--- src/hdl/bfc_pkg.sv ---
// bfc_pkg: constants and types for the bridge forwarding control block
// assumes: a single 20 MHz configuration clock domain
package bfc_pkg;
	// ----------------------------------------
	// configuration offsets (dword-aligned byte addresses)
	// ----------------------------------------
	localparam logic [7:0] BFC_OFS_BRIDGE_CTRL = 8'h3C;
	localparam logic [7:0] BFC_OFS_CHIP_CTRL = 8'h40;
	localparam logic [7:0] BFC_OFS_CMD = 8'h04;
	// ----------------------------------------
	// bridge control field positions (in the 0x3C dword)
	// ----------------------------------------
	localparam int BFC_BIT_PARITY_RESP = 16;
	localparam int BFC_BIT_SERR_FWD = 17;
	localparam int BFC_BIT_ALIAS = 18;
	localparam int BFC_BIT_LEGACY_DISP = 19;
	localparam int BFC_BIT_SEC_RESET = 22;
	// ----------------------------------------
	// command register field positions
	// ----------------------------------------
	localparam int BFC_BIT_IO_EN = 0;
	localparam int BFC_BIT_MEM_EN = 1;
	localparam int BFC_BIT_SERR_DRV = 8;
	// ----------------------------------------
	// chip control field positions (in the 0x40 dword)
	// ----------------------------------------
	localparam int BFC_BIT_WR_DISC = 1;
	localparam int BFC_BIT_PREF_DIS = 4;
	localparam int BFC_BIT_CHIP_RST = 8;
	localparam logic [15:0] BFC_CHIP_CTRL_RST = 16'h0000;
	localparam logic [15:0] BFC_CHIP_CTRL_RMASK = 16'h0112;
	localparam logic [15:0] BFC_CMD_RST = 16'h0000;
	// ----------------------------------------
	// legacy display decode
	// ----------------------------------------
	localparam logic [31:0] BFC_VGA_MEM_LO = 32'h000A0000;
	localparam logic [31:0] BFC_VGA_MEM_HI = 32'h000BFFFF;
	localparam logic [9:0] BFC_VGA_IO_A_LO = 10'h3B0;
	localparam logic [9:0] BFC_VGA_IO_A_HI = 10'h3BB;
	localparam logic [9:0] BFC_VGA_IO_B_LO = 10'h0C0;
	localparam logic [9:0] BFC_VGA_IO_B_HI = 10'h3DF;
	// alias filter: offsets 0x100..0x3FF of each 1KB block, first 64KB only on the primary side
	localparam logic [9:0] BFC_ALIAS_LO = 10'h100;
	// ----------------------------------------
	// timing
	// ----------------------------------------
	localparam int BFC_CLK_NS = 50;
	localparam int BFC_CHIP_RST_NS = 400;
	localparam int BFC_CHIP_RST_CYC = (BFC_CHIP_RST_NS + BFC_CLK_NS - 1) / BFC_CLK_NS;
	localparam int BFC_WRITE_DISC_4K_MASK = 12;
	// config cycle kinds
	typedef enum logic [1:0] {BFC_ACC_NONE, BFC_ACC_RD, BFC_ACC_WR} bfc_acc_t;
endpackage

--- src/hdl/bfc_top.sv ---
// bfc_top: bridge forwarding control registers and policy outputs
// assumes: config cycles already decoded to type 0 read/write strobes
// Operation
// - legacy display on: claim primary memory A0000-BFFFF and forward down
// - legacy display on: forward primary VGA I/O ranges, upper half zero
// - legacy display off: ignore it unless inside I/O window, filter clear
// - legacy display on: never claim those transactions on secondary bus
// - legacy forwarding needs both I/O and memory space enables
// - alias filter clear: forward all primary I/O inside window
// - alias filter set: drop window I/O in 64KB at top 768B of 1KB
// - alias filter set: forward secondary I/O at top 768B of 1KB upstream
// - forwarding and driver enable set: downstream system error drives upstream
// - forwarding off: downstream system error never drives upstream line
// - parity response clear: no downstream parity error, no status, no report
// - parity response set: drive parity error and set reported status bit
// - secondary address parity reports upstream only with parity response set
// - device specific registers start at 0x40, optional for software
// - chip reset bit resets everything and self clears when done
// - chip reset also sets secondary reset bit; held until software clears
// - prefetch disable clear: prefetch upstream reads, no byte enables forwarded
// - prefetch disable set: plain reads one dword, disconnect on first data
// - write disconnect clear: disconnect only on queue full or 4KB
// - write disconnect set: also disconnect at each cache line boundary
// - chip control reserved bits read as zero
// - secondary reset clears buffers and secondary side, config kept
module bfc_top
	import bfc_pkg::*;
#(
	parameter int CHIP_RST_CYC = BFC_CHIP_RST_CYC
)
(
	input wire logic clk_sys,
	input wire logic resetn,
	input wire logic cfg_rd,
	input wire logic cfg_wr,
	input wire logic [7:0] cfg_addr,
	input wire logic [3:0] upstream_cmd_byte_en_n,
	input wire logic [31:0] cfg_wdata,
	output logic [31:0] cfg_rdata,
	output logic cfg_ack,
	input wire logic [31:0] io_base,
	input wire logic [31:0] io_limit,
	input wire logic [31:0] txn_addr,
	input wire logic txn_io,
	input wire logic txn_mem,
	input wire logic txn_primary,
	output logic txn_claim,
	input wire logic downstream_system_error_n,
	input wire logic sec_data_parity_err,
	input wire logic sec_addr_parity_err,
	input wire logic sec_status_clr,
	output logic upstream_system_error_n,
	output logic downstream_parity_error_n,
	output logic sec_parity_reported,
	input wire logic rd_plain,
	input wire logic wr_cacheline_edge,
	input wire logic wr_queue_full,
	input wire logic [31:0] wr_addr,
	output logic rd_prefetch,
	output logic rd_fwd_byte_en,
	output logic rd_disc_first,
	output logic wr_disconnect,
	output logic downstream_reset_n,
	output logic chip_reset_busy
);
	// ----------------------------------------
	// state
	// ----------------------------------------
	typedef enum logic [1:0] {BFC_RUN, BFC_CHIP_RST} bfc_st_t;
	typedef struct packed {
		bfc_st_t st;
		logic [7:0] cnt;
		logic [15:0] cmd;
		logic [7:0] bctl;
		logic [15:0] chip;
		logic [31:0] rdata;
		logic ack;
		logic claim;
		logic serr_n;
		logic perr_n;
		logic par_rep;
		logic pref;
		logic fwd_be;
		logic disc1;
		logic wdisc;
		logic srst_n;
		logic s_sync1;
		logic s_sync2;
		logic busy;
	} bfc_state_t;

	bfc_state_t st_r;
	bfc_state_t st_nxt;
	logic claim_c;

	function automatic logic [7:0] be_merge(input logic [7:0] old, input logic [7:0] nw,
		input logic en_n);
		be_merge = en_n ? old : nw;
	endfunction

	bfc_decode bfc_decode_i (
		.addr(txn_addr),
		.is_io(txn_io),
		.is_mem(txn_mem),
		.from_primary(txn_primary),
		.legacy_display_en(st_r.bctl[BFC_BIT_LEGACY_DISP - 16]),
		.legacy_io_alias_filter(st_r.bctl[BFC_BIT_ALIAS - 16]),
		.io_space_en(st_r.cmd[BFC_BIT_IO_EN]),
		.mem_space_en(st_r.cmd[BFC_BIT_MEM_EN]),
		.io_base(io_base),
		.io_limit(io_limit),
		.claim(claim_c)
	);

	// ----------------------------------------
	// next state
	// ----------------------------------------
	always_comb
	begin
		logic perr_on;
		logic serr_fwd;
		logic s_asserted;
		logic [15:0] chip_w;
		perr_on = 1'b0;
		serr_fwd = 1'b0;
		s_asserted = 1'b0;
		chip_w = '0;
		st_nxt = st_r;
		st_nxt.ack = 1'b0;
		st_nxt.s_sync1 = downstream_system_error_n;
		st_nxt.s_sync2 = st_r.s_sync1;
		st_nxt.claim = claim_c;
		perr_on = st_r.bctl[BFC_BIT_PARITY_RESP - 16];
		serr_fwd = st_r.bctl[BFC_BIT_SERR_FWD - 16];
		s_asserted = !st_r.s_sync2;
		// upstream system error
		st_nxt.serr_n = !(st_r.cmd[BFC_BIT_SERR_DRV]
			&& ((serr_fwd && s_asserted)
			|| (perr_on && sec_addr_parity_err)));
		st_nxt.perr_n = !(perr_on && sec_data_parity_err);
		// set wins over clear
		if (sec_status_clr)
			st_nxt.par_rep = 1'b0;
		if (perr_on && sec_data_parity_err)
			st_nxt.par_rep = 1'b1;
		// upstream read and write policy
		st_nxt.pref = !st_r.chip[BFC_BIT_PREF_DIS] || !rd_plain;
		st_nxt.fwd_be = st_r.chip[BFC_BIT_PREF_DIS] && rd_plain;
		st_nxt.disc1 = st_r.chip[BFC_BIT_PREF_DIS] && rd_plain;
		st_nxt.wdisc = wr_queue_full
			|| wr_addr[BFC_WRITE_DISC_4K_MASK - 1:0] == '0
			|| (st_r.chip[BFC_BIT_WR_DISC] && wr_cacheline_edge);
		st_nxt.srst_n = !st_r.bctl[BFC_BIT_SEC_RESET - 16];
		// register access
		if (cfg_rd && st_r.st == BFC_RUN)
		begin
			st_nxt.ack = 1'b1;
			case (cfg_addr)
				BFC_OFS_CMD: st_nxt.rdata = {16'h0000, st_r.cmd};
				BFC_OFS_BRIDGE_CTRL: st_nxt.rdata = {8'h00, st_r.bctl, 16'h0000};
				BFC_OFS_CHIP_CTRL: st_nxt.rdata = {16'h0000,
					st_r.chip & BFC_CHIP_CTRL_RMASK};
				default: st_nxt.rdata = 32'h00000000;
			endcase
		end
		else if (cfg_wr && st_r.st == BFC_RUN)
		begin
			st_nxt.ack = 1'b1;
			case (cfg_addr)
				BFC_OFS_CMD:
				begin
					st_nxt.cmd[7:0] = be_merge(st_r.cmd[7:0], cfg_wdata[7:0],
						upstream_cmd_byte_en_n[0]);
					st_nxt.cmd[15:8] = be_merge(st_r.cmd[15:8], cfg_wdata[15:8],
						upstream_cmd_byte_en_n[1]);
				end
				BFC_OFS_BRIDGE_CTRL:
				begin
					st_nxt.bctl = be_merge(st_r.bctl, cfg_wdata[23:16],
						upstream_cmd_byte_en_n[2]) & 8'h4F;
				end
				BFC_OFS_CHIP_CTRL:
				begin
					chip_w[7:0] = be_merge(st_r.chip[7:0], cfg_wdata[7:0],
						upstream_cmd_byte_en_n[0]);
					chip_w[15:8] = be_merge(st_r.chip[15:8], cfg_wdata[15:8],
						upstream_cmd_byte_en_n[1]);
					st_nxt.chip = chip_w & BFC_CHIP_CTRL_RMASK;
					if (chip_w[BFC_BIT_CHIP_RST])
					begin
						st_nxt.st = BFC_CHIP_RST;
						st_nxt.cnt = 8'(CHIP_RST_CYC);
					end
				end
				default:
				begin
				end
			endcase
		end
		// whole chip reset sequence
		case (st_r.st)
			BFC_RUN:
			begin
			end
			BFC_CHIP_RST:
			begin
				st_nxt.cmd = BFC_CMD_RST;
				st_nxt.bctl = 8'h00;
				st_nxt.bctl[BFC_BIT_SEC_RESET - 16] = 1'b1;
				st_nxt.par_rep = 1'b0;
				st_nxt.srst_n = 1'b0;
				st_nxt.cnt = st_r.cnt - 8'h01;
				if (st_r.cnt <= 8'h01)
				begin
					st_nxt.st = BFC_RUN;
					st_nxt.chip = BFC_CHIP_CTRL_RST;
				end
			end
			default: st_nxt.st = BFC_RUN;
		endcase
		st_nxt.busy = (st_nxt.st == BFC_CHIP_RST);
	end

	always_ff @(posedge clk_sys or negedge resetn)
	begin
		if (!resetn)
		begin
			st_r <= '{st: BFC_RUN, cnt: 8'h00, cmd: BFC_CMD_RST, bctl: 8'h00,
				chip: BFC_CHIP_CTRL_RST, rdata: 32'h00000000, ack: 1'b0, claim: 1'b0,
				serr_n: 1'b1, perr_n: 1'b1, par_rep: 1'b0, pref: 1'b1, fwd_be: 1'b0,
				disc1: 1'b0, wdisc: 1'b0, srst_n: 1'b1, s_sync1: 1'b1, s_sync2: 1'b1,
				busy: 1'b0};
		end
		else
		begin
			st_r <= st_nxt;
		end
	end

	// ----------------------------------------
	// outputs
	// ----------------------------------------
	assign cfg_rdata = st_r.rdata;
	assign cfg_ack = st_r.ack;
	assign txn_claim = st_r.claim;
	assign upstream_system_error_n = st_r.serr_n;
	assign downstream_parity_error_n = st_r.perr_n;
	assign sec_parity_reported = st_r.par_rep;
	assign rd_prefetch = st_r.pref;
	assign rd_fwd_byte_en = st_r.fwd_be;
	assign rd_disc_first = st_r.disc1;
	assign wr_disconnect = st_r.wdisc;
	assign downstream_reset_n = st_r.srst_n;
	assign chip_reset_busy = st_r.busy;
endmodule

--- src/hdl/bfc_decode.sv ---
// bfc_decode: combinational address claim logic for primary and secondary buses
// assumes: window and control inputs are registered in the same clock domain
module bfc_decode
	import bfc_pkg::*;
(
	input wire logic [31:0] addr,
	input wire logic is_io,
	input wire logic is_mem,
	input wire logic from_primary,
	input wire logic legacy_display_en,
	input wire logic legacy_io_alias_filter,
	input wire logic io_space_en,
	input wire logic mem_space_en,
	input wire logic [31:0] io_base,
	input wire logic [31:0] io_limit,
	output logic claim
);
	logic vga_mem;
	logic vga_io;
	logic in_win;
	logic alias_hit;
	logic vga_act;

	always_comb
	begin
		vga_mem = is_mem && addr >= BFC_VGA_MEM_LO && addr <= BFC_VGA_MEM_HI;
		vga_io = is_io && addr[31:16] == 16'h0000
			&& ((addr[9:0] >= BFC_VGA_IO_A_LO && addr[9:0] <= BFC_VGA_IO_A_HI)
			|| (addr[9:0] >= BFC_VGA_IO_B_LO && addr[9:0] <= BFC_VGA_IO_B_HI));
		in_win = is_io && addr >= io_base && addr <= io_limit;
		alias_hit = addr[9:0] >= BFC_ALIAS_LO;
		// legacy forwarding needs both space enables
		vga_act = legacy_display_en && io_space_en && mem_space_en;
		claim = 1'b0;
		if (from_primary)
		begin
			if (vga_act && (vga_mem || vga_io))
				claim = 1'b1;
			else if (in_win)
				claim = !(legacy_io_alias_filter && addr[31:16] == 16'h0000
					&& alias_hit);
		end
		else
		begin
			// secondary: legacy display traffic is never claimed while enabled
			if (vga_act && (vga_mem || vga_io))
				claim = 1'b0;
			else if (is_io && legacy_io_alias_filter && alias_hit)
				claim = 1'b1;
		end
	end
endmodule

--- config.mk ---
export PLATFORM = sky130hd
export DESIGN_NAME = bfc_top
export DESIGN_NICKNAME = d
export VERILOG_FILES = /design/src/hdl/bfc_pkg.sv /design/src/hdl/bfc_top.sv /design/src/hdl/bfc_decode.sv
export SDC_FILE = /design/constraint.sdc
export NUM_CORES = 1
export LEC_CHECK = 0
export BUFFER_PORTS_ARGS = -buffer_cell sky130_fd_sc_hd__buf_2
export CAP_MARGIN = 20
export CORE_UTILIZATION = 49
export CTS_BUF_LIST = sky130_fd_sc_hd__clkbuf_8
export DETAILED_ROUTE_END_ITERATION = 8
export PLACE_DENSITY = 0.9
export SLEW_MARGIN = 20
export SYNTH_ARGS = -nofsm -noshare
export SYNTH_HDL_FRONTEND = slang
export SYNTH_SLANG_ARGS = --single-unit
export TNS_END_PERCENT = 5
--- constraint.sdc ---
create_clock -name clk_sys -period 1.9 [get_ports clk_sys]
set_input_delay 0.095 -clock clk_sys [delete_from_list [all_inputs] [get_ports clk_sys]]
set_output_delay 0.095 -clock clk_sys [all_outputs]
set_load 0.01 [all_outputs]
# After elaboration in Yosys (flattened, before gate mapping)
# Cells that the tools add are included.
[totals] register_bits=94 input_bits=186 output_inout_bits=43 wordCells=118
[op_classes] addsub=1 order_cmp=10 eq_ne=9 muxes=28 n_reduce_logical=50
[ops] operator="50-bit two-way mux" n=2
[ops] operator="24-bit case mux with 3 select lines" n=1
[ops] operator="16-bit two-way mux" n=3
[ops] operator="48-bit two-way mux" n=1
[ops] operator="32-bit by 20-bit greater-or-equal comparator with 1-bit output (second input constant)" n=1
[ops] operator="32-bit greater-or-equal comparator" n=1
[ops] operator="32-bit by 20-bit less-or-equal comparator with 1-bit output (second input constant)" n=1
[ops] operator="32-bit less-or-equal comparator" n=1
[ops] operator="8-bit two-way mux" n=3
[ops] operator="1-bit logical AND" n=23
[ops] operator="10-bit less-or-equal comparator (second input constant)" n=2
[ops] operator="10-bit two-way mux" n=2
[ops] operator="16-bit zero test" n=1
[ops] operator="4-bit AND reduction" n=4
[ops] operator="12-bit zero test" n=1
[ops] operator="1-bit two-way mux" n=12
[ops] operator="10-bit greater-or-equal comparator (second input constant)" n=1
[ops] operator="10-bit by 8-bit greater-or-equal comparator with 1-bit output (second input constant)" n=1
[ops] operator="10-bit by 9-bit greater-or-equal comparator with 1-bit output (second input constant)" n=1
[ops] operator="2-bit nonzero test" n=5
[ops] operator="8-bit by 3-bit == test with 1-bit output (second input constant)" n=1
[ops] operator="8-bit by 6-bit == test with 1-bit output (second input constant)" n=1
[ops] operator="8-bit by 7-bit == test with 1-bit output (second input constant)" n=1
[ops] operator="8-bit by 1-bit less-or-equal comparator with 1-bit output (second input constant)" n=1
[ops] operator="12 further kinds" n=27

# Logic depth before layout (Yosys ltp)
# Gate-level depths: netlist of run 1.
[depth] ltp_word=8 depth_mapped=8 depth_no_buf=8

# Modules after synthesis
# From an unflattened synthesis of run 1, not the netlist that was laid out.
[unflattened] hier_cells=535 hier_area_um2=4938.5
[by_module_without_submodules] module="bfc_top" n_inst=1 cells_per_inst=288 area_each_um2=3165.5 seq_area_each_um2=1709.1
[by_module_without_submodules] module="bfc_decode" n_inst=1 cells_per_inst=247 area_each_um2=1773.0 seq_area_each_um2=0.0

# Worst setup path before layout of run 1
# Ideal clock, no wire load.
[synth_path] path_type="flip-flop to flip-flop" start="register st_r[94] (netlist bit)" end="register st_r[69] (netlist bit)" setup_ns=0.079 arrival_time_ns=1.543 required_ns=1.821 slack_ns=0.278 path_stages_with_launch=6 path_buffers=0 period_less_slack_ns=1.622 path_cell_list="dfrtp_1 inv_2 o211ai_1 or4_4 o21ai_4 mux2i_1"
[synth_via] elab_chain_cells=4 elab_cells_between_ends=10 cone_classes="eq/ne (3); mux (1); reduce/logical (6)"
[synth_rtl] item="from (decl)" line="bfc_top.sv:92" rtl="bfc_state_t st_r;"
[synth_rtl] item="from (signal assigned)" line="bfc_top.sv:228" rtl="st_r <= '{st: BFC_RUN, cnt: 8'h00, cmd: BFC_CMD_RST, bctl: 8'h00,"
[synth_rtl] item="from (signal assigned)" line="bfc_top.sv:236" rtl="st_r <= st_nxt;"
[synth_rtl] item="2-bit zero test" line="bfc_top.sv:155, bfc_top.sv:166"
[synth_rtl] item="1-bit logical AND (on tied branches)" line="bfc_top.sv:155, bfc_top.sv:166"
[synth_rtl] item="2-bit by 1-bit inequality test with 1-bit output (no line) / 2-bit nonzero test (equally long branches)"
[synth_rtl] item="4-bit AND reduction (no line)"
# Parallel ways exist; a longest one is shown, timed or not.
# A chain may end at the register's enable or synchronous reset.

# Final worst setup path of run 1
[layout_path] start="register st_r[63] (netlist bit)" end="register st_r (netlist bit txn_claim)"
[layout_via] elab_chain_cells=6 elab_cells_between_ends=10 cone_classes="mux (5); reduce/logical (5)"
[layout_rtl] item="1-bit logical AND" line="bfc_decode.sv:40" rtl="claim = !(legacy_io_alias_filter && addr[31:16] == 16'h0000"
[layout_rtl] item="1-bit logical AND" line="bfc_decode.sv:41" rtl="&& alias_hit);"
[layout_rtl] item="1-bit zero test" line="bfc_decode.sv:40"
[layout_rtl] item="1-bit two-way mux" line="bfc_decode.sv:39" rtl="else if (in_win)"
[layout_rtl] item="1-bit two-way mux" line="bfc_decode.sv:37" rtl="if (vga_act && (vga_mem || vga_io))"
[layout_rtl] item="1-bit two-way mux (*)" line="bfc_decode.sv:35" rtl="if (from_primary)"
[layout_rtl] item="via bfc_decode_i.claim" line="bfc_decode.sv:16" rtl="output logic claim"
# The timed path passes the listed nets; every way through them passes the cells marked *.

==> impl_metrics.toml, run 1 <==
[final_layout]
mostFrequentLayoutCells = "188 x buf_2, 94 x inv_1, 66 x ha_1"
largest_reg_by_ff_count = "st_r"
antenna-diode-count = 0
mostFrequentLayoutCell = "buf_2"
instances_no_fill = 861
area.growth.synth_to_final_pct = 24.59
fin_nets = 979
largest_register_ff_count = 35
drive_above_1_share_pct = 31.01

[clock_network]
post_cts_resized = 0
cts_tree = "done"
cts-root-to-sink-buffers = 2
holdBufCountCts = 7
cts.sinks = 68
cts-root-buf = "clkbuf_8"
post_cts_buffers = 0
numCtsBuffers = 9
clock_insertion_delay_worst_skew_ns = 0.34
cts.clk_slew.worst_paths_ns = 0.06
htree_num_levels = 3

[floorplanning]
floorplan.io_pins = 229
floorplan.initialDensity_pct = 51.56
die_w_um = 101.5
fp-row-count = 35
die_area_um2 = 10310
core_region_area_um2 = 9415
die-height_um = 101.5

[global_route]
grt_usage_pct = 25.17
gr-total-overflow = 0
first_global_vias = 4662
grt_max_degree = 69
grt_first_pass_wirelength_um = 20320
number_of_antenna_violations_at_the_first_check_in_global_routing = 1

[sta]
fin_ws_ns = 0.1465
finClkSkew_ns = 0.005992
max_freq_mhz = 570.3
final.period_utilization_pct = 92.29
grt_setup_unrepaired = "false"
setup_violations = 0
maxSlewViolCount = 0
final_hold_viol_count = 0
tns_ns = 0
final_period_minus_worst_setup_slack_ns = 1.754

[logic_synthesis]
synthXorXnorAreaFrac_pct = 1.082
synthCells = 542
syn_avg_cell_area_um2 = 8.957
synthSimpleGateAreaFrac_pct = 15.64
synth.mux.area_fraction_pct = 4.768
synth_edf_count = 0
netlist_cell_types = 53
syn_area_um2 = 4855
yosysWarnings = 0
synth_ff_type = "dfrtp_1"
synth_top_family_by_area = "adder cells"
synth_fa_ha_area_share_pct = 17.01
synth-compound-area-share_pct = 13.40
asyncSetResetFlopFracSynth_pct = 100.0
yosys_register_bits = 68
synth.yosys.seq_area_share_pct = 35.21

[placement]
dp.final_hpwl_um = 10250
port_buffers = 188
gp_congestion = 0.8905
placed_cells_incl_taps = 838
placement.setup.worst_slack_ns = -0.01382

[pwr]
share_comb_of_total_power_pct = 20.7
peakVddDrop_mv = 0.3422
static-leakage-power_nw = 3.302
clock_power_share_pct = 32.0
power.share.sequential_pct = 47.3
total_power_mw = 3.225
netSwitchingPower_mw = 0.8970
netSwitchingFraction_pct = 27.81
power.internal_mw = 2.328
p_per_area_nw_per_um2 = 533.3

[setup_path]
setup.worst_path.end_class = "register"
startpoint_type = "register"
crit_type = "reg2reg"
path_max_fanout = 3
critPathRequiredTime_ns = 2.12
cp.arrival_ns = 1.97

[route]
routed_wl_um = 12180
drt-initial-drc-count = 166
detail_route.vias_per_cell = 5.203
vias = 4480
avgRoutedWirePerCell_um = 14.14
drt_drc_violations_left = 0
ant_nets = 0
drtPass1Iterations = 4

[run]
maxCapViolations = 0

[outcome]
status = "completed"

[hold_path]
worst_hold_path_type = "in2reg"
[worst max-delay path, cell delays in order (launching register included)]
cell	delay (ns)
dfrtp_1	0.37
o21ai_0	0.14
or4_1	0.41
o21ai_0	0.26
and4b_1	0.24
a21oi_1	0.14
o21ai_1	0.07
[power groups by stage]
stage                     logic, mW  registers, mW  clock network, mW
after floorplan               0.331           1.55                  0
final                         0.668           1.52               1.03
after global routing          0.765           1.53               1.12
after global placement        0.615           1.55                  0
after CTS                     0.671           1.52               1.05
after detailed placement      0.655           1.55                  0
[layout make-up]
cell class / count / area, µm²
fillers: 757 / 3367
multi-input cells: 350 / 2554
flip-flops and latches: 68 / 1709
clock inverters: 5 / 21.27
clock buffers: 11 / 151.4
repair buffers: 206 / 1106
well taps: 129 / 161.4
inverters: 92 / 345.3
[layer usage]
metal	GRT usage [%]	up-vias	part of all wire (%)
li1	-	2199	-
met1	27.32	2072	40
met2	46.47	171	52
met3	5.107	38	5.8
met4	12.26	0	2.6
met5	0	-	0
[stage by stage]
| step | hold WS (ns) | area, µm² | utilization (%) |
|---|---|---|---|
| 6_report | 0.006517 | 6048 | 64.24 |
| 3_5_place_dp | 0.1401 | 5806 | 61.66 |
| 4_1_cts | 0.0009378 | 6048 | 64.24 |
| 5_1_grt | 0.005078 | 6048 | 64.24 |
| 2_1_floorplan | -0.2006 | 4885 | - |
| 3_3_place_gp | 0.1355 | 5806 | 61.66 |
[Yosys cell counts (all sizes together) (2+ instances only)]
library cell	instances	share of area [%]
xnor2	2	0.36
a21oi	32	3.3
nor2	22	1.7
o21ai	22	2.7
a211oi	6	0.93
and2	2	0.26
or3	2	0.26
o21bai	2	0.31
nor3b	2	0.31
and3	3	0.39
nor3	10	1.2
inv	92	7.1
nand2	50	3.9
dfstp	6	3.2
a22o	18	3.2
nand2b	7	0.90
ha	66	17
nor2b	3	0.39
o211ai	2	0.31
or4	2	0.39
clkbuf	5	0.39
nor4	10	1.4
a2111oi	2	0.36
mux2i	22	4.5
xor2	4	0.72
a221o	3	0.62
buf	35	5.3
nand4	14	1.8
dfrtp	62	32
a21o	2	0.31
nand3	17	1.8
[path summary, 6_finish.rpt]
path	startpoint	to	slack (ns)	cells after the start
min	cfg_wdata[18]	st_r[63]	0.007	3
min in group asynchronous	resetn	cfg_rdata[4]	0.29	3
max in group asynchronous	resetn	downstream_parity_error_n	1.27	3
max reg2reg	st_r[63]	txn_claim	0.15	6
min reg2reg	st_nxt[1]	st_r[1]	0.37	0
max	st_r[63]	txn_claim	0.15	6
[kinds of logic after synthesis]
kind of cell | count (synthesis)
and+or+nand+nor | 149
buffers and inverters | 132
AOI/OAI and AO/OA | 97
DFF | 68
adders and majority gates | 66
muxes | 23
xor gates and xnor gates | 6
other | 1
No activity file was read; power rests on OpenSTA's default activity.
==> inputs of run 2 (changes only) <==
CORE_UTILIZATION = 45   (was 49)
PLACE_DENSITY = 0.84   (was 0.9)
==> impl_metrics.toml, run 2 (synthesis gave the netlist of run 1 again) <==
[clock_network]
cts-root-buf = "clkbuf_8"
numCtsBuffers = 9
cts_tree = "done"
cts.sinks = 68
clock_insertion_delay_worst_skew_ns = 0.34
cts.clk_slew.worst_paths_ns = 0.07
htree_num_levels = 3
cts-root-to-sink-buffers = 2

[route]
avgRoutedWirePerCell_um = 13.44
drtPass1Iterations = 4
routed_wl_um = 11900
detail_route.vias_per_cell = 5.033
vias = 4454
drt-initial-drc-count = 193
ant_nets = 0
drt_drc_violations_left = 0

[final_layout]
antenna-diode-count = 0
fillCellCount = 894
largest_reg_by_ff_count = "st_r"
largest_register_ff_count = 35
post-route-util_pct = 60.97
instances_no_fill = 885
mostFrequentLayoutCell = "buf_2"
mostFrequentLayoutCells = "188 x buf_2, 93 x inv_1, 66 x ha_1"
drive_above_1_share_pct = 30.97
fin_nets = 996
area.growth.synth_to_final_pct = 30.23

[pwr]
netSwitchingPower_mw = 0.9101
total_power_mw = 3.759
peakVddDrop_mv = 0.4831
static-leakage-power_nw = 3.417
share_comb_of_total_power_pct = 18.1
clock_power_share_pct = 41.4
power.internal_mw = 2.849
netSwitchingFraction_pct = 24.21
power.share.sequential_pct = 40.5
p_per_area_nw_per_um2 = 594.6

[sta]
setup_violations = 0
fin_ws_ns = 0.07845
whs_ns = 0.01262
grt_setup_unrepaired = "false"
maxSlewViolCount = 0
final_hold_viol_count = 0
max_freq_mhz = 549.0
finClkSkew_ns = 0.007414
final_period_minus_worst_setup_slack_ns = 1.822
final.period_utilization_pct = 95.87

[global_route]
number_of_antenna_violations_at_the_first_check_in_global_routing = 0
first_global_vias = 4453
gr-total-overflow = 0
grt_usage_pct = 22.20
grt_max_degree = 69
grt_first_pass_wirelength_um = 19750

[setup_path]
critPathRequiredTime_ns = 2.16
critical-path-slowest-cell = "dlygate4sd3_1"
critPathMaxStageDelay_ns = 0.51
startpoint_type = "input port"
setup.worst_path.end_class = "register"
worstPathCellList = "dlygate4sd3_1, buf_2, nor2b_1, o211ai_1, or4_4, o21ai_4, buf_4, mux2i_1"
cp.arrival_ns = 2.08
path_max_fanout = 4
crit_type = "in2reg"

[floorplanning]
floorplan.initialDensity_pct = 46.81
fp-row-count = 37
floorplan.io_pins = 229
die-height_um = 105.9
die_area_um2 = 11210
core_region_area_um2 = 10370
die_w_um = 105.9

[outcome]
status = "completed"

[placement]
placement.setup.worst_slack_ns = -0.01173
gp_congestion = 0.8672
placed_cells_incl_taps = 846
port_buffers = 188
dp.final_hpwl_um = 9606

[hold_path]
worst_hold_path_type = "in2reg"

[run]
maxCapViolations = 0
[run 2: per-stage QoR]
stage          instance area [µm²]  setup TNS [ns]
2_1_floorplan                 4885               0
3_3_place_gp                  5834               0
3_5_place_dp                  5834        -0.02091
4_1_cts                       6290               0
5_1_grt                       6322               0
6_report                      6322               0
[run 2: layout make-up]
| class | count | area (µm²) | area share, % |
|---|---|---|---|
| Inverter | 92 | 345.3 | 5.462 |
| Sequential cell | 68 | 1709 | 27.03 |
| Clock inverter | 6 | 127.6 | 2.019 |
| Tap cell | 136 | 170.2 | 2.691 |
| Timing Repair Buffer | 223 | 1279 | 20.23 |
| Clock buffer | 10 | 137.6 | 2.177 |
| Multi-Input combinational cell | 350 | 2554 | 40.39 |
[run 2: metal layers]
metal,wire (µm),global-route usage [%]
met1,5070,26.15
met5,0,0
met2,5887,38.80
met4,382,9.325
met3,558,4.886
[run 2: power by group through the flow]
stage	sequential, mW	combinational (mW)	clock [mW]
finish	1.52	0.680	1.56
global route	1.53	0.781	1.66
CTS	1.52	0.684	1.59
detailed placement	1.55	0.647	0
global placement	1.55	0.626	0
floorplan	1.55	0.331	0
[run 2: timing repair]
action	4_1_cts	5_1_grt
hold buffers	19	1
hold endpoints to repair	80	1
setup endpoints to repair	0	2
buffers inserted	0	3
gates resized for setup	0	0
[run 2: path summary, 6_finish.rpt]
kind                       depth (start not counted)                start                       to  slack (ns)
setup / recovery                                   8               cfg_wr                 st_r[80]        0.08
hold / removal                                     4  sec_addr_parity_err  upstream_system_error_n        0.01
setup reg to reg                                   4             st_r[46]            wr_disconnect        0.11
hold reg to reg                                    0            st_nxt[1]                  st_r[1]        0.36
max in group asynchronous                          3               resetn                st_nxt[1]        1.27
min in group asynchronous                          3               resetn            cfg_rdata[10]        0.31
[run 2: critical path: cells and delay by family]
family / cells / cell delay (ns)
buf+inv: 3 / 0.80
simple gates: 2 / 0.64
compound gates: 2 / 0.33
mux: 1 / 0.21
